===== src/stpc_defs.vh =====
// Constants for the switch time-out and parity checker
`ifndef STPC_DEFS_VH
`define STPC_DEFS_VH
`define STPC_ADDR_W 8
`define STPC_OFS_CTRL 8'h00
`define STPC_OFS_TO_STATUS 8'h04
`define STPC_OFS_TO_COUNTS 8'h08
`define STPC_OFS_TO_REPORT 8'h0c
`define STPC_OFS_PAR_STATUS 8'h10
`define STPC_OFS_PAR_COUNT 8'h14
`define STPC_OFS_PAR_REPORT 8'h18
`define STPC_CTRL_TO_DIS 0
`define STPC_CTRL_CHK_DIS 1
`define STPC_CTRL_INJECT 2
`define STPC_CTRL_LEN_LSB 16
`define STPC_CTRL_LEN_MSB 25
`define STPC_RPT_NONE 3'h0
`define STPC_RPT_COR 3'h1
`define STPC_RPT_NONFATAL 3'h2
`define STPC_RPT_FATAL 3'h3
`define STPC_RPT_UR 3'h4
`define STPC_SEV_COR 2'h0
`define STPC_SEV_NONFATAL 2'h1
`define STPC_SEV_FATAL 2'h2
`define STPC_TO_REPORT_RST 16'h2002
`define STPC_PAR_REPORT_RST 3'h2
`define STPC_TIMEOUT_SEC 16'h0040
`define STPC_CLK_PERIOD_NS 10
`define STPC_SECOND_NS 1000000000
`define STPC_SEC_CYCLES (`STPC_SECOND_NS / `STPC_CLK_PERIOD_NS)
`endif


===== src/stpc_dw_parity.v =====
// Even parity of one doubleword with optional inversion
`timescale 1ns/100ps
`default_nettype none
module stpc_dw_parity (
    input wire [31:0] i_data,
    input wire i_flip,
    output wire o_par
);
    assign o_par = (^i_data) ^ i_flip;
endmodule // stpc_dw_parity
`default_nettype wire


===== src/stpc_top.v =====
// Switch queue time-out discard and end-to-end parity checker
`timescale 1ns/100ps
`default_nettype none
`include "stpc_defs.vh"
module stpc_top #(
    parameter SEC_CYCLES = `STPC_SEC_CYCLES
) (
    input wire I_SYS_CLK,
    input wire I_NRST,
    input wire [7:0] I_ADDR,
    input wire [31:0] I_WDATA,
    input wire I_WR,
    input wire I_RD,
    output wire [31:0] O_RDATA,
    input wire I_SYSTEM_ERROR_ENABLE,
    input wire I_CORRECTABLE_REPORT_ENABLE,
    input wire I_NONFATAL_REPORT_ENABLE,
    input wire I_FATAL_REPORT_ENABLE,
    input wire I_UNSUPPORTED_REQ_REPORT_ENABLE,
    output wire [15:0] O_AGE_STAMP,
    input wire I_HEAD_VALID,
    input wire [1:0] I_HEAD_TYPE,
    input wire [15:0] I_HEAD_STAMP,
    input wire I_HEAD_BCAST,
    output wire O_HEAD_DISCARD,
    output wire O_BCAST_ABORT,
    input wire I_RX_VALID,
    input wire I_RX_SOP,
    input wire I_RX_EOP,
    input wire [31:0] I_RX_DATA,
    input wire [9:0] I_RX_LEN,
    input wire I_RX_LCRC_ERR,
    output wire O_CORE_VALID,
    output wire O_CORE_SOP,
    output wire O_CORE_EOP,
    output wire [31:0] O_CORE_DATA,
    output wire O_CORE_PAR,
    output wire O_CORE_DROP,
    output wire O_RX_REPLAY_REQ,
    input wire I_MOD_VALID,
    input wire [31:0] I_MOD_OLD,
    input wire [31:0] I_MOD_NEW,
    input wire I_MOD_PAR,
    output wire O_MOD_PAR,
    input wire I_TX_VALID,
    input wire I_TX_EOP,
    input wire [31:0] I_TX_DATA,
    input wire I_TX_PAR,
    input wire [31:0] I_TX_LCRC,
    output wire O_TX_END_VALID,
    output wire [31:0] O_TX_LCRC,
    output wire O_TX_EDB,
    input wire I_GEN_VALID,
    input wire [31:0] I_GEN_DATA,
    output wire O_GEN_VALID,
    output wire [31:0] O_GEN_DATA,
    output wire O_GEN_PAR,
    input wire I_CONS_VALID,
    input wire I_CONS_EOP,
    input wire [31:0] I_CONS_DATA,
    input wire I_CONS_PAR,
    output wire O_CONS_ACCEPT,
    output wire O_CONS_DISCARD,
    output wire O_MSG_VALID,
    output wire [1:0] O_MSG_SEVERITY,
    output wire [2:0] O_MSG_SOURCE
);
    reg to_dis_reg, chk_dis_reg, inject_reg, par_status_reg, rx_inj_reg, mod_par_reg, tx_err_reg, tx_end_reg;
    reg core_valid_reg, core_sop_reg, core_eop_reg, core_par_reg, core_drop_reg, replay_reg, tx_edb_reg;
    reg gen_valid_reg, gen_par_reg, cons_err_reg, cons_acc_reg, cons_disc_reg, msg_valid_reg, pick_ok;
    reg [1:0] msg_sev_reg;
    reg [2:0] par_report_reg, msg_src_reg, pick;
    reg [2:0] sev_reg [0:4];
    reg [3:0] to_status_reg, to_status_next;
    reg [4:0] pend_reg, pend_next;
    reg [7:0] par_count_reg;
    reg [9:0] len_reg;
    reg [15:0] to_report_reg, sec_reg;
    reg [31:0] rdata_reg, to_counts_reg, to_counts_next, tick_cnt_reg;
    reg [31:0] core_data_reg, tx_lcrc_reg, gen_data_reg, rd_mux;
    integer k;
    integer j;
    wire wr_ctrl = I_WR && (I_ADDR == `STPC_OFS_CTRL);
    wire wr_to_sts = I_WR && (I_ADDR == `STPC_OFS_TO_STATUS);
    wire rd_to_cnt = I_RD && (I_ADDR == `STPC_OFS_TO_COUNTS);
    wire wr_to_rpt = I_WR && (I_ADDR == `STPC_OFS_TO_REPORT);
    wire wr_par_sts = I_WR && (I_ADDR == `STPC_OFS_PAR_STATUS);
    wire rd_par_cnt = I_RD && (I_ADDR == `STPC_OFS_PAR_COUNT);
    wire wr_par_rpt = I_WR && (I_ADDR == `STPC_OFS_PAR_REPORT);
    wire [15:0] head_age = sec_reg - I_HEAD_STAMP;
    wire drop = I_HEAD_VALID && !to_dis_reg && (head_age > `STPC_TIMEOUT_SEC);
    wire [3:0] drop_vec = drop ? (4'h1 << I_HEAD_TYPE) : 4'h0;
    wire rx_par, mod_par, tx_par, gen_par, cons_par;
    wire [4:0] rpt_en = {I_UNSUPPORTED_REQ_REPORT_ENABLE, I_FATAL_REPORT_ENABLE, I_NONFATAL_REPORT_ENABLE,
        I_CORRECTABLE_REPORT_ENABLE, I_SYSTEM_ERROR_ENABLE};
    wire rx_inj = I_RX_SOP ? (inject_reg && (I_RX_LEN == len_reg)) : rx_inj_reg;
    wire tx_cur_err = I_TX_VALID && !chk_dis_reg && (tx_par != I_TX_PAR);
    wire tx_pkt_err = tx_err_reg || tx_cur_err;
    wire cons_cur_err = I_CONS_VALID && !chk_dis_reg && (cons_par != I_CONS_PAR);
    wire cons_pkt_err = cons_err_reg || cons_cur_err;
    wire par_evt = (I_TX_VALID && I_TX_EOP && tx_pkt_err) || (I_CONS_VALID && I_CONS_EOP && cons_pkt_err);
    wire par_status_next = par_evt || (par_status_reg && !(wr_par_sts && I_WDATA[0]));

    // Message gate: field value masked by the report enables
    function [2:0] gate;
        input [2:0] fld;
        input [4:0] en;
        begin
            case (fld)
                `STPC_RPT_COR: gate = {en[1], `STPC_SEV_COR};
                `STPC_RPT_NONFATAL: gate = {en[2] | en[0], `STPC_SEV_NONFATAL};
                `STPC_RPT_FATAL: gate = {en[3] | en[0], `STPC_SEV_FATAL};
                `STPC_RPT_UR: gate = {en[4], `STPC_SEV_NONFATAL};
                default: gate = 3'h0;
            endcase
        end
    endfunction

    stpc_dw_parity u_rx_par (
        .i_data(I_RX_DATA),
        .i_flip(rx_inj),
        .o_par(rx_par)
    );
    stpc_dw_parity u_mod_par (
        .i_data(I_MOD_OLD ^ I_MOD_NEW),
        .i_flip(I_MOD_PAR),
        .o_par(mod_par)
    );
    stpc_dw_parity u_tx_par (
        .i_data(I_TX_DATA),
        .i_flip(1'b0),
        .o_par(tx_par)
    );
    stpc_dw_parity u_gen_par (
        .i_data(I_GEN_DATA),
        .i_flip(1'b0),
        .o_par(gen_par)
    );
    stpc_dw_parity u_cons_par (
        .i_data(I_CONS_DATA),
        .i_flip(1'b0),
        .o_par(cons_par)
    );

    // Status and saturating counters
    always @* begin
        to_status_next = drop_vec | (to_status_reg & ~(wr_to_sts ? I_WDATA[3:0] : 4'h0));
        to_counts_next = rd_to_cnt ? 32'h0 : to_counts_reg;
        for (k = 0; k < 4; k = k + 1) begin
            if (drop_vec[k] && (to_counts_next[k*8 +: 8] != 8'hff)) begin
                to_counts_next[k*8 +: 8] = to_counts_next[k*8 +: 8] + 8'h01;
            end
        end
    end

    // Pending messages, one issued per cycle, lowest source first
    always @* begin
        for (j = 0; j < 4; j = j + 1) begin
            sev_reg[j] = gate(to_report_reg[j*4 +: 3], rpt_en);
        end
        sev_reg[4] = gate(par_report_reg, rpt_en);
        pick = 3'h0;
        pick_ok = 1'b0;
        for (j = 4; j >= 0; j = j - 1) begin
            if (pend_reg[j]) begin
                pick = j[2:0];
                pick_ok = 1'b1;
            end
        end
        pend_next = pend_reg;
        if (pick_ok) begin
            pend_next[pick] = 1'b0;
        end
        for (j = 0; j < 4; j = j + 1) begin
            if (drop_vec[j] && !to_status_reg[j] && sev_reg[j][2]) begin
                pend_next[j] = 1'b1;
            end
        end
        if (par_evt && !par_status_reg && sev_reg[4][2]) begin
            pend_next[4] = 1'b1;
        end
    end

    always @* begin
        case (I_ADDR)
            `STPC_OFS_CTRL: rd_mux = {6'h0, len_reg, 13'h0, inject_reg, chk_dis_reg, to_dis_reg};
            `STPC_OFS_TO_STATUS: rd_mux = {28'h0, to_status_reg};
            `STPC_OFS_TO_COUNTS: rd_mux = to_counts_reg;
            `STPC_OFS_TO_REPORT: rd_mux = {16'h0, to_report_reg & 16'h7777};
            `STPC_OFS_PAR_STATUS: rd_mux = {31'h0, par_status_reg};
            `STPC_OFS_PAR_COUNT: rd_mux = {24'h0, par_count_reg};
            `STPC_OFS_PAR_REPORT: rd_mux = {29'h0, par_report_reg};
            default: rd_mux = 32'h0;
        endcase
    end

    // Register file
    always @(posedge I_SYS_CLK or negedge I_NRST) begin
        if (!I_NRST) begin
            rdata_reg <= 32'h0;
            to_dis_reg <= 1'b0;
            chk_dis_reg <= 1'b0;
            inject_reg <= 1'b0;
            len_reg <= 10'h0;
            to_status_reg <= 4'h0;
            to_counts_reg <= 32'h0;
            to_report_reg <= `STPC_TO_REPORT_RST;
            par_status_reg <= 1'b0;
            par_count_reg <= 8'h0;
            par_report_reg <= `STPC_PAR_REPORT_RST;
        end else begin
            rdata_reg <= I_RD ? rd_mux : 32'h0;
            if (wr_ctrl) begin
                to_dis_reg <= I_WDATA[`STPC_CTRL_TO_DIS];
                chk_dis_reg <= I_WDATA[`STPC_CTRL_CHK_DIS];
                inject_reg <= I_WDATA[`STPC_CTRL_INJECT];
                len_reg <= I_WDATA[`STPC_CTRL_LEN_MSB:`STPC_CTRL_LEN_LSB];
            end
            if (wr_to_rpt) begin
                to_report_reg <= I_WDATA[15:0] & 16'h7777;
            end
            if (wr_par_rpt) begin
                par_report_reg <= I_WDATA[2:0];
            end
            to_status_reg <= to_status_next;
            to_counts_reg <= to_counts_next;
            par_status_reg <= par_status_next;
            if (rd_par_cnt) begin
                par_count_reg <= par_evt ? 8'h01 : 8'h00;
            end else if (par_evt && (par_count_reg != 8'hff)) begin
                par_count_reg <= par_count_reg + 8'h01;
            end
        end
    end

    // Seconds timebase for queue age stamps
    always @(posedge I_SYS_CLK or negedge I_NRST) begin
        if (!I_NRST) begin
            tick_cnt_reg <= 32'h0;
            sec_reg <= 16'h0;
        end else if (tick_cnt_reg == SEC_CYCLES - 1) begin
            tick_cnt_reg <= 32'h0;
            sec_reg <= sec_reg + 16'h0001;
        end else begin
            tick_cnt_reg <= tick_cnt_reg + 32'h1;
        end
    end

    // Data path stages
    always @(posedge I_SYS_CLK or negedge I_NRST) begin
        if (!I_NRST) begin
            rx_inj_reg <= 1'b0;
            core_valid_reg <= 1'b0;
            core_sop_reg <= 1'b0;
            core_eop_reg <= 1'b0;
            core_data_reg <= 32'h0;
            core_par_reg <= 1'b0;
            core_drop_reg <= 1'b0;
            replay_reg <= 1'b0;
            mod_par_reg <= 1'b0;
            tx_err_reg <= 1'b0;
            tx_end_reg <= 1'b0;
            tx_lcrc_reg <= 32'h0;
            tx_edb_reg <= 1'b0;
            gen_valid_reg <= 1'b0;
            gen_data_reg <= 32'h0;
            gen_par_reg <= 1'b0;
            cons_err_reg <= 1'b0;
            cons_acc_reg <= 1'b0;
            cons_disc_reg <= 1'b0;
            pend_reg <= 5'h0;
            msg_valid_reg <= 1'b0;
            msg_sev_reg <= 2'h0;
            msg_src_reg <= 3'h0;
        end else begin
            if (I_RX_VALID) begin
                rx_inj_reg <= rx_inj;
            end
            core_valid_reg <= I_RX_VALID;
            core_sop_reg <= I_RX_VALID && I_RX_SOP;
            core_eop_reg <= I_RX_VALID && I_RX_EOP;
            if (I_RX_VALID) begin
                core_data_reg <= I_RX_DATA;
                core_par_reg <= rx_par;
            end
            core_drop_reg <= I_RX_VALID && I_RX_EOP && I_RX_LCRC_ERR;
            replay_reg <= I_RX_VALID && I_RX_EOP && I_RX_LCRC_ERR;
            if (I_MOD_VALID) begin
                mod_par_reg <= mod_par;
            end
            if (I_TX_VALID) begin
                tx_err_reg <= I_TX_EOP ? 1'b0 : tx_pkt_err;
            end
            tx_end_reg <= I_TX_VALID && I_TX_EOP;
            if (I_TX_VALID && I_TX_EOP) begin
                tx_lcrc_reg <= tx_pkt_err ? ~I_TX_LCRC : I_TX_LCRC;
                tx_edb_reg <= tx_pkt_err;
            end
            gen_valid_reg <= I_GEN_VALID;
            if (I_GEN_VALID) begin
                gen_data_reg <= I_GEN_DATA;
                gen_par_reg <= gen_par;
            end
            if (I_CONS_VALID) begin
                cons_err_reg <= I_CONS_EOP ? 1'b0 : cons_pkt_err;
            end
            cons_acc_reg <= I_CONS_VALID && I_CONS_EOP && !cons_pkt_err;
            cons_disc_reg <= I_CONS_VALID && I_CONS_EOP && cons_pkt_err;
            pend_reg <= pend_next;
            msg_valid_reg <= pick_ok;
            if (pick_ok) begin
                msg_sev_reg <= sev_reg[pick][1:0];
                msg_src_reg <= pick;
            end
        end
    end

    assign O_RDATA = rdata_reg;
    assign O_AGE_STAMP = sec_reg;
    assign O_HEAD_DISCARD = drop;
    assign O_BCAST_ABORT = drop && I_HEAD_BCAST;
    assign O_CORE_VALID = core_valid_reg;
    assign O_CORE_SOP = core_sop_reg;
    assign O_CORE_EOP = core_eop_reg;
    assign O_CORE_DATA = core_data_reg;
    assign O_CORE_PAR = core_par_reg;
    assign O_CORE_DROP = core_drop_reg;
    assign O_RX_REPLAY_REQ = replay_reg;
    assign O_MOD_PAR = mod_par_reg;
    assign O_TX_END_VALID = tx_end_reg;
    assign O_TX_LCRC = tx_lcrc_reg;
    assign O_TX_EDB = tx_edb_reg;
    assign O_GEN_VALID = gen_valid_reg;
    assign O_GEN_DATA = gen_data_reg;
    assign O_GEN_PAR = gen_par_reg;
    assign O_CONS_ACCEPT = cons_acc_reg;
    assign O_CONS_DISCARD = cons_disc_reg;
    assign O_MSG_VALID = msg_valid_reg;
    assign O_MSG_SEVERITY = msg_sev_reg;
    assign O_MSG_SOURCE = msg_src_reg;
endmodule // stpc_top
`default_nettype wire


===== config.mk =====
export PLATFORM = sky130hd
export DESIGN_NAME = stpc_top
export DESIGN_NICKNAME = d
export VERILOG_FILES = /design/src/stpc_dw_parity.v /design/src/stpc_top.v
export VERILOG_INCLUDE_DIRS = /design/src
export SDC_FILE = /design/constraint.sdc
export NUM_CORES = 1
export LEC_CHECK = 0
export BUFFER_PORTS_ARGS = -buffer_cell sky130_fd_sc_hd__buf_2
export CORE_AREA = 2 2 187 189
export DETAILED_ROUTE_END_ITERATION = 8
export DIE_AREA = 0 0 189 191
export PLACE_DENSITY = 0.73
export SLEW_MARGIN = 5
export SYNTH_ARGS = -nofsm -noshare
export SYNTH_HDL_FRONTEND = slang
export SYNTH_SLANG_ARGS = --single-unit

===== constraint.sdc =====
create_clock -name I_SYS_CLK -period 3.64 [get_ports I_SYS_CLK]
set_input_delay 0.364 -clock I_SYS_CLK [delete_from_list [all_inputs] [get_ports I_SYS_CLK]]
set_output_delay 0.364 -clock I_SYS_CLK [all_outputs]
set_load 0.02 [all_outputs]

[Word-level counts from Yosys, hierarchy flattened]
Index checks and enable logic that the tools add are counted.
Operators by class
  $add $sub $neg: 8
  multiply operators: 0
  div/mod/pow operators: 0
  $lt $le $gt $ge: 4
  eq/ne operators: 35
  shifts and indexed selects: 1
  multiplexer cells: 43
  bitwise operators: 12
  reductions and logical operators: 66
Operators with widths (count)
  32-bit one-hot mux with 7 select lines: 1
  32-bit parity: 5
  32-bit two-way mux: 4
  3-bit one-hot mux with 4 select lines: 5
  8-bit two-way mux: 6
  1-bit logical AND: 41
  8-bit by 1-bit adder with 8-bit output (second input constant): 5
  8-bit != test (second input constant): 5
  32-bit by 1-bit adder with 32-bit output (second input constant): 1
  32-bit by 27-bit == test with 1-bit output (second input constant): 1
  32-bit inverter: 1
  32-bit XOR: 1
  3-bit by 2-bit == test with 1-bit output (second input constant): 10
  8-bit by 5-bit == test with 1-bit output (second input constant): 3
  16-bit by 1-bit adder with 16-bit output (second input constant): 1
  8-bit by 4-bit == test with 1-bit output (second input constant): 2
  16-bit by 7-bit greater-than comparator with 1-bit output (second input constant): 1
  16-bit subtractor: 1
  3-bit by 1-bit == test with 1-bit output (second input constant): 5
  3-bit == test (second input constant): 5
  1-bit two-way mux: 15
  3-bit two-way mux: 5
  2-bit nonzero test: 6
  10-bit == test: 1
  22 further kinds: 38
Word-level totals
  register bits: 275
  bits in latches: 0
  RAM bits: 0
  ROM bits: 0
  bits of input ports: 316
  output and inout bits: 165
  word-level logic and storage cells: 208
  memories: 0

[Depth between registers and ports, before layout]
  depth in word-level cells: 13
  depth in mapped cells: 14
  gate-level depth less buffers: 12

[By module]
Synthesis repeated with hierarchy kept, for this count alone.
Second synthesis, totals
  cells, all modules: 1386
  area total of the unflattened synthesis: 14790.4 sq um
Modules (own cells, without submodules)
  stpc_top: times used 1, cells an instance 1231, area each 13364.1 sq um, seq. area each 6885.4 sq um
  stpc_dw_parity: times used 5, cells an instance 31, area each 285.3 sq um, seq. area each 0.0 sq um

[Least setup slack after synthesis]
No wires, ideal clock.
  path type: reg2out
  from: register sec_reg[0], in the netlist O_AGE_STAMP[0]
  to: output O_BCAST_ABORT
  data arrival time: 3.403 ns
  data required time: 3.276 ns
  slack: -0.127 ns
  cell stages (with the launch flop): 14
  path buffers: 1
  cell sequence: dfrtp_1 inv_1 ha_1 fa_1 nor2b_1 o2111ai_2 a21oi_2 nor2_4 xnor2_1 or4b_4 nor4_4 buf_6 nor2_2 and2_1
On the way
  word-level cells in the longest chain between the ends: 4
RTL lines
  start: declaration: RTL line stpc_top.v:78  | reg [15:0] to_report_reg, sec_reg;
  start signal: assignment: RTL line stpc_top.v:243  | sec_reg <= sec_reg + 16'h0001;
  16-bit subtractor: RTL line stpc_top.v:90  | wire [15:0] head_age = sec_reg - I_HEAD_STAMP;
  16-bit by 7-bit greater-than comparator with 1-bit output (no source line)
  1-bit logical AND: RTL line stpc_top.v:91  | wire drop = I_HEAD_VALID && !to_dis_reg && (head_age > `STPC_TIMEOUT_SEC);
  net O_HEAD_DISCARD: RTL line stpc_top.v:25  | output wire O_HEAD_DISCARD,
  1-bit logical AND: RTL line stpc_top.v:321  | assign O_BCAST_ABORT = drop && I_HEAD_BCAST;
  end: declaration: RTL line stpc_top.v:26  | output wire O_BCAST_ABORT,
The timed path passes the listed nets, and every way through them passes these cells.

[Worst setup path in the final report]
  from: register sec_reg[0], in the netlist O_AGE_STAMP[0]
  to: output O_BCAST_ABORT
On the way
  word-level cells in the longest chain between the ends: 4
RTL lines (RTL line)
  16-bit subtractor: stpc_top.v:90
  16-bit by 7-bit greater-than comparator with 1-bit output (no source line)
  1-bit logical AND: stpc_top.v:91
  1-bit logical AND: stpc_top.v:321
Every way passes these cells.

==> results_dict.tcl <==
set metrics [dict create \
    clock_power_share_pct 33.6 \
    yosys_register_bits 275 \
    synthesis.instances 1413 \
    power_switching_mw 3.28 \
    hold_slack_ps 31.5 \
    status "finished, violations left" \
    critPathKind "reg -> out" \
    seq_power_share_pct 37.1 \
    synth_area_um2 14900 \
    globalRoute.totalOverflow 0 \
    die_w_um 189 \
    timing.final.crit_share_pct 107 \
    synth_sequential_area_ratio_pct 46.2 \
    maxSlewViolCount 0 \
    hold_path.class "in -> reg" \
    cts-buffers-inserted 30 \
    post-synth-top-count-cell "sky130_fd_sc_hd__dfrtp_1" \
    cellLeakagePower_nw 9.09 \
    synth_commonest_cells "272 x sky130_fd_sc_hd__dfrtp_1, 215 x sky130_fd_sc_hd__xnor2_1, 118 x sky130_fd_sc_hd__nand2_1, 99 x sky130_fd_sc_hd__mux2_2, 78 x sky130_fd_sc_hd__nor2_1" \
    port_buffers 471 \
    floorplan.rows 68 \
    final_layout_size_suffix_gt1_share_pct 37.4 \
    die_outline_area_um2 36100 \
    clock_sink_count 275 \
    synth_area_leaders "sky130_fd_sc_hd__dfrtp_1 46%, sky130_fd_sc_hd__xnor2_1 13%, sky130_fd_sc_hd__mux2_2 7.5%" \
    worst-slew-pin-transition_ps 862 \
    antenna_found_initial 8 \
    maxClockFrequency_ghz 0.257 \
    clkLatencyLatePin_ps 560 \
    post_drt_wl_per_cell_um 17.7 \
    detail_route.wirelength_um 42300 \
    finClkSkew_ps 12.9 \
    synth-edff-count 0 \
    boundaryPins 481 \
    post_synth_num_cell_types 78 \
    grt_first_pass_wirelength_um 65500 \
    detailed_place_hpwl_um 32800 \
    routabilityCongestion 0.998 \
    area_growth_pct 29.5 \
    required_ps 3280 \
    grt_max_degree 110 \
    first_global_vias 12542 \
    multi_input_comb_area_um2 7880 \
    max-cap-violations 0 \
    clock_tree.buffer_depth 3 \
    end_kind "output port" \
    combinationalPowerShare_pct 29.3 \
    clockRootBuffer "sky130_fd_sc_hd__clkbuf_16" \
    drt_first_pass_iters 5 \
    intPower_mw 6.94 \
    finalSetupViolCount 2 \
    finalHoldViolCount 0 \
    largest_fanout_on_the_critical_path 2 \
    drc 0 \
    synth-main-ff-cell "sky130_fd_sc_hd__dfrtp_1" \
    placeableCoreArea_um2 34100 \
    cellPowerDensity_nw_per_um2 529 \
    slew_headroom_pct 42.5 \
    via_per_inst 5.19 \
    dp_slack_ps -8.05 \
    gr-usage-all-layers_pct 22.7 \
    power.share.switching_pct 32.1 \
    rsz_0062_raised_after_global_routing "true" \
    ys.warnings.count 0 \
    initial_core_utilization_pct 43.7 \
    final_nets 2244 \
    fill_cells 2950 \
    die_y_um 191 \
    htreeDepth 1 \
    power_mw 10.2 \
    cts.clk_slew.worst_paths_ps 60 \
    finalCriticalPeriod_ps 3890 \
    drt_iter0_drc 675 \
    worst-endpoint-arrival_ps 3520 \
    tritoncts "yes" \
    critical_path_launch_point_type "flip-flop" \
    nets_in_the_synthesized_netlist 1752 \
    yosys.area.top_type_share_pct 45.6 \
    register_area_um2 6890 \
    postSynth.asyncResetShare_pct 100 \
    synth_top_area_cell "sky130_fd_sc_hd__dfrtp_1" \
    postSynthAreaPerCell_um2 10.6 \
    antenna_left 0 \
    violations "negative setup slack" \
    vias 12379 \
    peakVddDrop_mv 0.408 \
    layout_setup_ws_ps -248 \
]
==> kinds of logic (layout without fill, tap and decap cells) <==
kind of cell    count (synthesis)  count (layout)  synth area share [%]
compound gates                217             217                  9.61
xor+xnor                      294             294                  17.5
fa+ha+maj                      23              23                  1.98
buf+inv                        80             596                  2.27
flops                         275             275                  46.2
mux                           109             109                  8.21
other cells                     0               3                     0
simple gates                  415             415                  14.3
==> power by group through the flow <==
stage	clock [mW]	combinational [mW]	sequential (mW)
floorplan	0	1.65	4.12
global placement	0	2.90	3.82
detailed placement	0	2.98	3.84
CTS	3.50	3.02	3.79
global route	3.64	3.27	3.85
finish	3.43	2.99	3.79
==> placed cells by master, fill, tap and decap left out, drive strengths merged, types with 11 or more instances in the layout <==
cell	Yosys	routed
inv	31	31
nor2b	19	19
and3	24	24
buf	19	508
xor2	77	77
ha	22	22
nand3	47	47
nor3b	12	12
a22o	18	18
or4	11	11
nor3	20	20
dfrtp	272	272
nand2	118	118
and2	14	14
xnor2	215	215
mux2	101	101
a21oi	57	57
clkbuf	30	38
o21ai	66	66
nor2	80	80
nand4	23	23
==> through the flow <==
stage / util (%) / instance area [um2] / TNS (ps) / std cells
global route: 56.6 / 19300 / -1600 / 2385
finish: 56.6 / 19300 / -483 / 2387
floorplan: - / 14900 / 0 / 1413
detailed placement: 52.5 / 17900 / -12.1 / 2319
CTS: 56.4 / 19300 / -515 / 2383
global placement: 52.5 / 17900 / 0 / 2319
==> metal layers <==
metal | up-vias | routed length (um) | global-route usage (%) | part of all wire (%)
li1 | 5915 | - | - | -
met1 | 5913 | 16400 | 26.6 | 39
met2 | 447 | 21200 | 40.9 | 50
met3 | 92 | 3160 | 5.05 | 7.5
met4 | 12 | 1450 | 7.96 | 3.4
met5 | - | 85 | 0 | 0.20
==> critical path, stage by stage (launching register included) <==
cell                       delay (ps)
sky130_fd_sc_hd__dfrtp_2          370
sky130_fd_sc_hd__inv_2             50
sky130_fd_sc_hd__ha_4             160
sky130_fd_sc_hd__fa_2             390
sky130_fd_sc_hd__nor2b_4          160
sky130_fd_sc_hd__buf_4            130
sky130_fd_sc_hd__o21ai_0          100
sky130_fd_sc_hd__a31o_2           270
sky130_fd_sc_hd__a221oi_2         230
sky130_fd_sc_hd__o2111a_1         260
sky130_fd_sc_hd__o211ai_1         120
sky130_fd_sc_hd__nor4_4           220
sky130_fd_sc_hd__buf_4            170
sky130_fd_sc_hd__nor2_4            50
sky130_fd_sc_hd__and2_4           150
sky130_fd_sc_hd__buf_6            120
==> cell type report <==
cell class	count	share of cell area, %
multi-input cells	1058	40.8
flip-flops and latches	275	35.7
repair buffers	509	14.0
clock buffers	38	4.41
well taps	455	2.95
clock inverters	18	1.48
inverters	31	0.603
diodes	3	0.0389
==> path summary, 6_finish.rpt <==
kind	startpoint	end	slack, ps	cells past startpoint
max	O_AGE_STAMP[0]	O_BCAST_ABORT	-250	15
min	I_CONS_EOP	cons_err_reg	30	2
max reg2reg	O_AGE_STAMP[0]	to_counts_reg[12]	60	16
min reg2reg	O_TX_LCRC[26]	O_TX_LCRC[26]	480	2
max in group asynchronous	I_NRST	O_RDATA[15]	2190	3
min in group asynchronous	I_NRST	O_TX_LCRC[20]	480	2
==> what timing repair did <==
action	CTS	global route
resized for setup	33	12
endpoints found under the hold margin	102	0
setup buffers	7	1
hold buffers	1	0
gates cloned	0	0
endpoints found under the setup margin	2	18
pin swaps	9	3
Power figures use the tool's default switching activity.
